`src/hw/option_byte_regs.svh`:
```
// Bit positions, shipped contents and reset-phase counts of the two static option bytes.
`ifndef OPTION_BYTE_REGS_SVH
`define OPTION_BYTE_REGS_SVH

// ==========================================================================
// Byte selection and shipped contents
// ==========================================================================
`define OB_SEL_BYTE0 1'h0
`define OB_SEL_BYTE1 1'h1
`define OB_ERASED 8'hFF
`define OB0_DEFAULT 8'hFF
`define OB1_DEFAULT 8'hEF

// ==========================================================================
// Option byte 0 fields
// ==========================================================================
`define OB0_HALT_WDG_BIT 7
`define OB0_WDG_SEL_BIT 6
`define OB0_CLK_SEC_BIT 5
`define OB0_VDET_MSB 4
`define OB0_VDET_LSB 3
`define OB0_RSV_MSB 2
`define OB0_RSV_LSB 1
`define OB0_PROTECT_BIT 0

// ==========================================================================
// Option byte 1 fields
// ==========================================================================
`define OB1_PKG_BIT 7
`define OB1_RST_CYC_BIT 6
`define OB1_OSC_TYPE_MSB 5
`define OB1_OSC_TYPE_LSB 4
`define OB1_RANGE_MSB 3
`define OB1_RANGE_LSB 1
`define OB1_PLL_OFF_BIT 0

// ==========================================================================
// Range codes, pad count and reset-phase lengths in CPU cycles
// ==========================================================================
`define RANGE_1_2MHZ 3'h0
`define RANGE_2_4MHZ 3'h1
`define RANGE_4_8MHZ 3'h2
`define RANGE_8_16MHZ 3'h3
`define PADS_PER_PORT 8
`define RST_CYCLES_LONG 13'h1000
`define RST_CYCLES_SHORT 13'h0100

`endif

```
`src/hw/option_byte_pkg.sv`:
```
// Types shared by the option byte configuration decoder.
package option_byte_pkg;

  // ========================================================================
  // Oscillator type codes
  // ========================================================================
  typedef enum logic [1:0] {
    OSC_RESONATOR = 2'b00,
    OSC_RESERVED = 2'b01,
    OSC_RC = 2'b10,
    OSC_EXTERNAL = 2'b11
  } osc_type_e;

  // ========================================================================
  // Core reset phase and programming sequence states
  // ========================================================================
  typedef enum logic [1:0] {
    PH_LOAD = 2'b00,
    PH_COUNT = 2'b01,
    PH_RUN = 2'b10,
    PH_HALT = 2'b11
  } phase_e;

  typedef enum logic [1:0] {
    PG_IDLE = 2'b00,
    PG_MEM_ERASE = 2'b01,
    PG_OPT_ERASE = 2'b10
  } prog_state_e;

endpackage : option_byte_pkg

```
`src/hw/option_byte_config_decoder.sv`:
```
// Option byte programming, reset-time latching and decoding into device configuration.
`timescale 1ns/1ps
`include "option_byte_regs.svh"

// Summary of operation
// Halt entry with active watchdog resets when the halt watchdog bit is one.
// Watchdog select zero means hardware watchdog always on; one means software enabled.
// Programmer keeps clock security, voltage detect and reserved bits at default.
// Protect bit zero blocks program memory readout and flash writes.
// Erasing option bytes under protection erases all user memory first.
// Option bytes are read and written only in programming mode.
// Erased bytes read all ones; shipped parts run from internal RC.
// Package bit one selects 44-pin, zero selects 32-pin variants.
// Unbonded pads leave reset as pulled-up inputs, eight pads per port.
// Reset cycle bit zero gives 4096 cycles, one gives 256 cycles.
// Oscillator type 00 resonator, 01 reserved, 10 internal RC, 11 external.
// Programmer never combines external clock with the enabled clock doubler.
// Range bits set resonator drive for resonators, else operating range.
// Range codes 000 1-2, 001 2-4, 010 4-8, 011 8-16 MHz.
// Doubler enabled by zero, only in 2-4 MHz range, never with RC.
// Both bytes are latched during reset and held until next reset.
module option_byte_config_decoder (
  input wire logic clk_in,
  input wire logic rst_n_in,
  input wire logic por_n_in,
  input wire logic prog_mode_in,
  input wire logic prog_write_in,
  input wire logic prog_erase_in,
  input wire logic prog_sel_in,
  input wire logic [7:0] prog_wdata_in,
  input wire logic user_mem_erase_done_in,
  input wire logic halt_entry_in,
  input wire logic halt_exit_in,
  input wire logic sw_watchdog_enable_in,
  output logic [7:0] prog_rdata_out,
  output logic prog_busy_out,
  output logic user_mem_erase_req_out,
  output logic cpu_reset_hold_out,
  output logic halt_reset_request_out,
  output logic watchdog_always_on_out,
  output logic watchdog_active_out,
  output logic readout_protect_out,
  output logic flash_write_block_out,
  output logic package_select_out,
  output logic unbonded_pad_pullup_out,
  output logic reset_cycle_select_out,
  output logic [1:0] oscillator_type_out,
  output logic osc_resonator_out,
  output logic osc_rc_out,
  output logic osc_external_out,
  output logic osc_reserved_out,
  output logic [2:0] resonator_drive_out,
  output logic [2:0] operating_range_out,
  output logic pll_enable_out,
  output logic config_error_out
);

  // Tells whether a byte 1 image selects the given oscillator type.
  function automatic logic osc_is(input logic [7:0] b1, input option_byte_pkg::osc_type_e t);
    osc_is = (b1[`OB1_OSC_TYPE_MSB:`OB1_OSC_TYPE_LSB] == t);
  endfunction : osc_is

  // ========================================================================
  // Pin synchronisers for the programming tool side
  // ========================================================================
  logic [12:0] sync1;
  logic [12:0] sync2;
  logic write_d;
  logic erase_d;
  wire [12:0] pin_vec = {prog_mode_in, prog_write_in, prog_erase_in, prog_sel_in,
                         user_mem_erase_done_in, prog_wdata_in};

  // Two flops before any logic reads a tool pin.
  always_ff @(posedge clk_in or negedge rst_n_in) begin
    if (!rst_n_in) begin
      sync1 <= 13'h0000;
      sync2 <= 13'h0000;
      write_d <= 1'b0;
      erase_d <= 1'b0;
    end else begin
      sync1 <= pin_vec;
      sync2 <= sync1;
      write_d <= sync2[11];
      erase_d <= sync2[10];
    end
  end

  wire mode_s = sync2[12];
  wire sel_s = sync2[9];
  wire done_s = sync2[8];
  wire [7:0] wdata_s = sync2[7:0];
  wire write_edge = sync2[11] && !write_d;
  wire erase_edge = sync2[10] && !erase_d;

  // ========================================================================
  // Option byte store and programming sequence
  // ========================================================================
  option_byte_pkg::prog_state_e prog_state;
  option_byte_pkg::prog_state_e next_prog_state;
  logic [7:0] byte0;
  logic [7:0] byte1;

  // Live protection as currently stored, used to order an erase.
  wire stored_protect = !byte0[`OB0_PROTECT_BIT];
  wire prog_idle = (prog_state == option_byte_pkg::PG_IDLE);
  wire store_wr_en = mode_s && prog_idle && write_edge;
  wire opt_erase_en = (prog_state == option_byte_pkg::PG_OPT_ERASE);

  // Erase under protection first wipes user memory, then the option bytes.
  always_comb begin
    next_prog_state = prog_state;
    case (prog_state)
      option_byte_pkg::PG_IDLE: begin
        if (mode_s && erase_edge) begin
          next_prog_state = stored_protect ? option_byte_pkg::PG_MEM_ERASE
                                           : option_byte_pkg::PG_OPT_ERASE;
        end
      end
      option_byte_pkg::PG_MEM_ERASE: begin
        if (done_s) begin
          next_prog_state = option_byte_pkg::PG_OPT_ERASE;
        end
      end
      option_byte_pkg::PG_OPT_ERASE: begin
        next_prog_state = option_byte_pkg::PG_IDLE;
      end
      default: begin
        next_prog_state = option_byte_pkg::PG_IDLE;
      end
    endcase
  end

  // Programming state, read-back and erase request.
  always_ff @(posedge clk_in or negedge rst_n_in) begin
    if (!rst_n_in) begin
      prog_state <= option_byte_pkg::PG_IDLE;
      prog_rdata_out <= 8'h00;
      prog_busy_out <= 1'b0;
      user_mem_erase_req_out <= 1'b0;
    end else begin
      prog_state <= next_prog_state;
      prog_rdata_out <= mode_s ? (sel_s ? byte1 : byte0) : 8'h00;
      prog_busy_out <= (next_prog_state != option_byte_pkg::PG_IDLE);
      user_mem_erase_req_out <= (next_prog_state == option_byte_pkg::PG_MEM_ERASE);
    end
  end

  // Erase leaves both bytes all ones.
  option_byte_store u_store (
    .clk_in(clk_in),
    .por_n_in(por_n_in),
    .wr_en_in(store_wr_en),
    .erase_in(opt_erase_en),
    .sel_in(sel_s),
    .wdata_in(wdata_s),
    .byte0_out(byte0),
    .byte1_out(byte1)
  );

  // ========================================================================
  // Reset phase, latching and halt handling
  // ========================================================================
  option_byte_pkg::phase_e phase;
  option_byte_pkg::phase_e next_phase;
  logic [7:0] cfg0;
  logic [7:0] cfg1;
  logic cnt_done;

  wire cnt_start = (phase == option_byte_pkg::PH_LOAD) ||
                   ((phase == option_byte_pkg::PH_HALT) && halt_exit_in);
  wire rst_long = !((phase == option_byte_pkg::PH_LOAD) ? byte1[`OB1_RST_CYC_BIT]
                                                         : cfg1[`OB1_RST_CYC_BIT]);
  wire wdg_active = !cfg0[`OB0_WDG_SEL_BIT] || sw_watchdog_enable_in;
  wire in_run = (phase == option_byte_pkg::PH_RUN);
  wire halt_reset = in_run && halt_entry_in && wdg_active && cfg0[`OB0_HALT_WDG_BIT];

  reset_phase_counter u_counter (
    .clk_in(clk_in),
    .rst_n_in(rst_n_in),
    .start_in(cnt_start),
    .long_in(rst_long),
    .done_out(cnt_done)
  );

  // Load, count, run, and halt until woken or reset.
  always_comb begin
    next_phase = phase;
    case (phase)
      option_byte_pkg::PH_LOAD: next_phase = option_byte_pkg::PH_COUNT;
      option_byte_pkg::PH_COUNT: begin
        if (cnt_done) begin
          next_phase = option_byte_pkg::PH_RUN;
        end
      end
      option_byte_pkg::PH_RUN: begin
        if (halt_entry_in && !halt_reset) begin
          next_phase = option_byte_pkg::PH_HALT;
        end
      end
      option_byte_pkg::PH_HALT: begin
        if (halt_exit_in) begin
          next_phase = option_byte_pkg::PH_COUNT;
        end
      end
      default: next_phase = option_byte_pkg::PH_LOAD;
    endcase
  end

  // Bytes are captured once after reset release and held until the next reset.
  always_ff @(posedge clk_in or negedge rst_n_in) begin
    if (!rst_n_in) begin
      phase <= option_byte_pkg::PH_LOAD;
      cfg0 <= `OB0_DEFAULT;
      cfg1 <= `OB1_DEFAULT;
    end else begin
      phase <= next_phase;
      if (phase == option_byte_pkg::PH_LOAD) begin
        cfg0 <= byte0;
        cfg1 <= byte1;
      end
    end
  end

  // ========================================================================
  // Decoded configuration outputs
  // ========================================================================
  wire [2:0] range = cfg1[`OB1_RANGE_MSB:`OB1_RANGE_LSB];
  wire is_res = osc_is(cfg1, option_byte_pkg::OSC_RESONATOR);
  wire is_rc = osc_is(cfg1, option_byte_pkg::OSC_RC);
  wire is_ext = osc_is(cfg1, option_byte_pkg::OSC_EXTERNAL);
  wire is_rsv = osc_is(cfg1, option_byte_pkg::OSC_RESERVED);
  wire pll_req = !cfg1[`OB1_PLL_OFF_BIT];
  wire pll_ok = (range == `RANGE_2_4MHZ) && !is_rc && !is_ext;
  // Clock security and voltage detect bits are not decoded; they stay at default.
  wire [7:0] pad_mask = cfg1[`OB1_PKG_BIT] ? 8'h00 : {`PADS_PER_PORT{1'b1}};

  // Every output here is registered, from the latched bytes, the next phase and the halt and watchdog inputs.
  always_ff @(posedge clk_in or negedge rst_n_in) begin
    if (!rst_n_in) begin
      cpu_reset_hold_out <= 1'b1;
      halt_reset_request_out <= 1'b0;
      watchdog_always_on_out <= 1'b0;
      watchdog_active_out <= 1'b0;
      readout_protect_out <= 1'b0;
      flash_write_block_out <= 1'b0;
      package_select_out <= 1'b0;
      unbonded_pad_pullup_out <= 1'b1;
      reset_cycle_select_out <= 1'b0;
      oscillator_type_out <= 2'h0;
      osc_resonator_out <= 1'b0;
      osc_rc_out <= 1'b0;
      osc_external_out <= 1'b0;
      osc_reserved_out <= 1'b0;
      resonator_drive_out <= 3'h0;
      operating_range_out <= 3'h0;
      pll_enable_out <= 1'b0;
      config_error_out <= 1'b0;
    end else begin
      cpu_reset_hold_out <= (next_phase != option_byte_pkg::PH_RUN);
      halt_reset_request_out <= halt_reset;
      watchdog_always_on_out <= !cfg0[`OB0_WDG_SEL_BIT];
      watchdog_active_out <= wdg_active;
      readout_protect_out <= !cfg0[`OB0_PROTECT_BIT];
      flash_write_block_out <= !cfg0[`OB0_PROTECT_BIT];
      package_select_out <= cfg1[`OB1_PKG_BIT];
      unbonded_pad_pullup_out <= |pad_mask;
      reset_cycle_select_out <= cfg1[`OB1_RST_CYC_BIT];
      oscillator_type_out <= cfg1[`OB1_OSC_TYPE_MSB:`OB1_OSC_TYPE_LSB];
      osc_resonator_out <= is_res;
      osc_rc_out <= is_rc;
      osc_external_out <= is_ext;
      osc_reserved_out <= is_rsv;
      resonator_drive_out <= is_res ? range : 3'h0;
      operating_range_out <= is_res ? 3'h0 : range;
      pll_enable_out <= pll_req && pll_ok;
      config_error_out <= (pll_req && !pll_ok) || is_rsv || (range > `RANGE_8_16MHZ);
    end
  end

  // Cycles spent counting in the current reset or halt-exit phase.
  logic [12:0] phase_cycles;
  always_ff @(posedge clk_in or negedge rst_n_in) begin
    if (!rst_n_in) begin
      phase_cycles <= 13'h0000;
    end else begin
      phase_cycles <= (phase == option_byte_pkg::PH_COUNT) ? phase_cycles + 13'h0001 : 13'h0000;
    end
  end

  wire [2:0] oscillator_range_out_chk = resonator_drive_out | operating_range_out;
endmodule : option_byte_config_decoder

```
`src/hw/option_byte_store.sv`:
```
// Non-volatile store of the two option bytes, cleared to shipped contents at power-on.
`timescale 1ns/1ps
`include "option_byte_regs.svh"

module option_byte_store (
  input wire logic clk_in,
  input wire logic por_n_in,
  input wire logic wr_en_in,
  input wire logic erase_in,
  input wire logic sel_in,
  input wire logic [7:0] wdata_in,
  output logic [7:0] byte0_out,
  output logic [7:0] byte1_out
);

  logic [7:0] mem [0:1];

  // ========================================================================
  // Storage cells
  // ========================================================================
  // Each byte is written when selected and both go to all ones on erase.
  generate
    for (genvar i = 0; i < 2; i++) begin : g_cell
      always_ff @(posedge clk_in or negedge por_n_in) begin
        if (!por_n_in) begin
          mem[i] <= (i == 0) ? `OB0_DEFAULT : `OB1_DEFAULT;
        end else if (erase_in) begin
          mem[i] <= `OB_ERASED;
        end else if (wr_en_in && (sel_in == 1'(i))) begin
          mem[i] <= wdata_in;
        end
      end
    end
  endgenerate

  assign byte0_out = mem[0];
  assign byte1_out = mem[1];

endmodule : option_byte_store

```
`src/hw/reset_phase_counter.sv`:
```
// Down counter that times the reset phase and the exit from halt.
`timescale 1ns/1ps
`include "option_byte_regs.svh"

module reset_phase_counter (
  input wire logic clk_in,
  input wire logic rst_n_in,
  input wire logic start_in,
  input wire logic long_in,
  output logic done_out
);

  logic [12:0] count;

  // ========================================================================
  // Counter
  // ========================================================================
  // A start loads the full length; done marks the last counted cycle.
  always_ff @(posedge clk_in or negedge rst_n_in) begin
    if (!rst_n_in) begin
      count <= 13'h0000;
    end else if (start_in) begin
      count <= long_in ? `RST_CYCLES_LONG : `RST_CYCLES_SHORT;
    end else if (count != 13'h0000) begin
      count <= count - 13'h0001;
    end
  end

  assign done_out = (count == 13'h0001);

endmodule : reset_phase_counter

```
`config.mk`:
```
export PLATFORM = sky130hd
export DESIGN_NAME = option_byte_config_decoder
export DESIGN_NICKNAME = d
export VERILOG_FILES = /design/src/hw/option_byte_pkg.sv /design/src/hw/option_byte_config_decoder.sv /design/src/hw/option_byte_store.sv /design/src/hw/reset_phase_counter.sv
export VERILOG_INCLUDE_DIRS = /design/src /design/src/hw
export SDC_FILE = /design/constraint.sdc
export NUM_CORES = 1
export LEC_CHECK = 0
export ABC_AREA = 0
export BUFFER_PORTS_ARGS = -buffer_cell sky130_fd_sc_hd__buf_4
export CAP_MARGIN = 0
export CORE_UTILIZATION = 56
export CTS_CLUSTER_SIZE = 28
export DETAILED_ROUTE_END_ITERATION = 7
export PLACE_DENSITY = 0.81
export SYNTH_ARGS = -nofsm -noshare
export SYNTH_HDL_FRONTEND = slang
export SYNTH_SLANG_ARGS = --single-unit
```
`constraint.sdc`:
```
create_clock -name clk_in -period 2.1 [get_ports clk_in]
set_input_delay 0 -clock clk_in [delete_from_list [all_inputs] [get_ports clk_in]]
set_output_delay 0 -clock clk_in [all_outputs]
set_load 0.02 [all_outputs]
```
==> impl_metrics.tcl <==
set metrics [dict create \
    synth_top_area_share 0.5041 \
    synthTopCellsByArea "dfrtp_1 (50%), dfstp_2 (19%), mux2i_1 (6.8%)" \
    drive_gt1_frac 0.3118 \
    leakage_nw 2.168 \
    cts_buffers 9 \
    vias 2384 \
    grt_pass1_wl_um 11050 \
    drt-total-wl_um 6461 \
    die_w_um 84.62 \
    nets 389 \
    finalSetupViolCount 0 \
    antenna_left 0 \
    gr-total-overflow 0 \
    place.gp.congestion 0.8520 \
    dp_hpwl_um 4290 \
    final_util 0.7280 \
    outcome "finished, violations left" \
    syn-num-nets 309 \
    p_per_area_mw_per_mm2 834.6 \
    violations "DRC" \
    max_freq_mhz 497.3 \
    layout_commonest_cell "dfrtp_1" \
    multi_input_area_mm2 0.001125 \
    maxSlewViolCount 0 \
    antenna_cells 0 \
    grt_pass1_vias 2329 \
    rsz0062_at_grt "false" \
    async_flop_share 1.000 \
    ys_seq_area_frac 0.6897 \
    clockBufferDepth 2 \
    tritoncts "yes" \
    worstSetupPathType "reg -> reg" \
    mostFrequentLayoutCells "dfrtp_1 (76), buf_4 (58), nand2_1 (31)" \
    ioPinCount 52 \
    avgRoutedWirePerCell_um 14.39 \
    drt_iter0_drc 128 \
    fin_crit_sh 0.9575 \
    dp_slack_ns 0.07836 \
    clk_pin_slew_ns 0.09 \
    synth_area_per_cell_um2 13.32 \
    hold_viol_final 0 \
    register_area_mm2 0.002638 \
    ys.flop_type "dfrtp_1" \
    fill_cells 428 \
    holdCritPathClass "in -> async" \
    ys_ff_latch 104 \
    setup_tns_ns 0 \
    rows 29 \
    path_buf_inv 0 \
    synth-edff-count 0 \
    dp_cells 415 \
    syn-instance-count 287 \
    dieArea_mm2 0.007161 \
    syn_to_final_growth_pct 23.01 \
    required_ns 2.39 \
    post-route-drc-count 5 \
    cp_data_arrival_time_ns 2.30 \
    grtUsageTotal 0.2019 \
    die_h_um 84.62 \
    worst_clock_skew_ns 0.007556 \
    startpoint_type "flip-flop" \
    viasPerCell 5.310 \
    core_area_mm2 0.006459 \
    insertion_delay_ns 0.35 \
    grt_max_degree 89 \
    synth_cell_types 42 \
    fin_ws_ns 0.08927 \
    cts_num_sinks 104 \
    port_buffers 51 \
    peakVddDrop_v 0.0006112 \
    end_kind "flip-flop" \
    path_cells "or4_1 -> or4_1 -> or3_1 -> a21oi_1" \
    crit_fanout 8 \
    syn_area_mm2 0.003822 \
    min_period_ns 2.011 \
    yosysWarningCount 0 \
    max-cap-violations 0 \
    worstMarginPinSlew_ns 0.5063 \
    crit_path_top_delay_cell "or4_1" \
    initial_utilization 0.5918 \
    yosysTopAreaCell "dfrtp_1" \
    crit_top_cell "or4_1" \
    timing.slew.headroom 0.6617 \
    antenna_found_initial 0 \
    instances_no_fill 449 \
    firstDrtPassIters 8 \
    htree_levels 3 \
    clockRootBuffer "clkbuf_8" \
    critPathMaxStageDelay_ns 0.55 \
    cp_top_family "simple AND/OR/NAND/NOR gates" \
]
-- logic make-up after synthesis --
group	Yosys count	synth area share
simple gates	104	0.1483
buf+inv	15	0.01604
compound gates	25	0.03994
fa+ha+maj	3	0.009821
xor+xnor	2	0.004583
flops	104	0.6897
mux	34	0.09165
-- what timing repair did --
| item | CTS | global route |
|---|---|---|
| gates resized for setup | 0 | 1 |
| hold buffers | 18 | 0 |
| setup buffers | 0 | 0 |
| endpoints found under the hold margin | 110 | 0 |
| endpoints found under the setup margin | 0 | 1 |
-- layer usage --
layer	track usage	wire length [µm]	vias up
met5	0	0	-
met4	0.07858	81	0
met3	0.03933	272	9
met2	0.3082	3048	61
met1	0.2908	3058	1169
li1	-	-	1145
-- cells in the mapped netlist, drive strengths merged (2+ instances only) --
library cell  number
a21oi              9
a31oi              2
and2               4
and3               2
buf                2
clkbuf             6
dfrtp             77
dfstp             27
ha                 3
inv                7
mux2               8
mux2i             26
nand2             31
nand2b             2
nand3              5
nand3b             3
nor2              11
nor2b             16
nor3               4
nor4               5
o21a               2
o21ai              5
or2                2
or3                9
or4                3
xnor2              2
-- registers in the layout, indices dropped and copies added (netlist names), 8 cells and up --
name	cells
u_counter.count	13
prog_rdata_out	8
sync2	13
cfg1	8
u_store.byte0_out	8
u_store.byte1_out	8
sync1	13
-- report_power, final --
part	total (mW)	internal, mW	switching [mW]
combinational	0.422	0.202	0.220
clock	1.13	0.497	0.636
sequential	2.37	2.24	0.125
-- stage by stage --
stage / instance area [µm²] / hold WS [ns] / power [mW]
after floorplan: 3822 / -0.2956 / 2.585
after global placement: 4339 / -0.1306 / 2.781
after detailed placement: 4339 / -0.1323 / 2.804
after CTS: 4701 / 0.03048 / 3.951
after global routing: 4702 / 0.05093 / 4.098
final: 4702 / 0.04571 / 3.924
-- worst paths after layout --
kind / cells after the start / endpoint / start / slack, ns
setup / recovery: 4 / u_counter.count[9] / u_counter.count[4] / 0.09
hold / removal: 2 / u_store.byte1_out[4] / por_n_in / 0.05
setup reg to reg: 4 / u_counter.count[9] / u_counter.count[4] / 0.09
hold reg to reg: 0 / sync2[1] / sync1[1] / 0.36
max in group asynchronous: 3 / cfg1[6] / rst_n_in / 1.52
min in group clk_in: 2 / sync1[10] / prog_erase_in / 0.28
-- area by class of cell --
cell class,instances,share of cell area
clock inverter,4,0.005588
timing repair buffer,77,0.1352
inverter,7,0.005588
clock buffer,12,0.03300
multi-input combinational,168,0.2392
tap,77,0.02049
sequential,104,0.5609
Power figures use the tool's default switching activity.
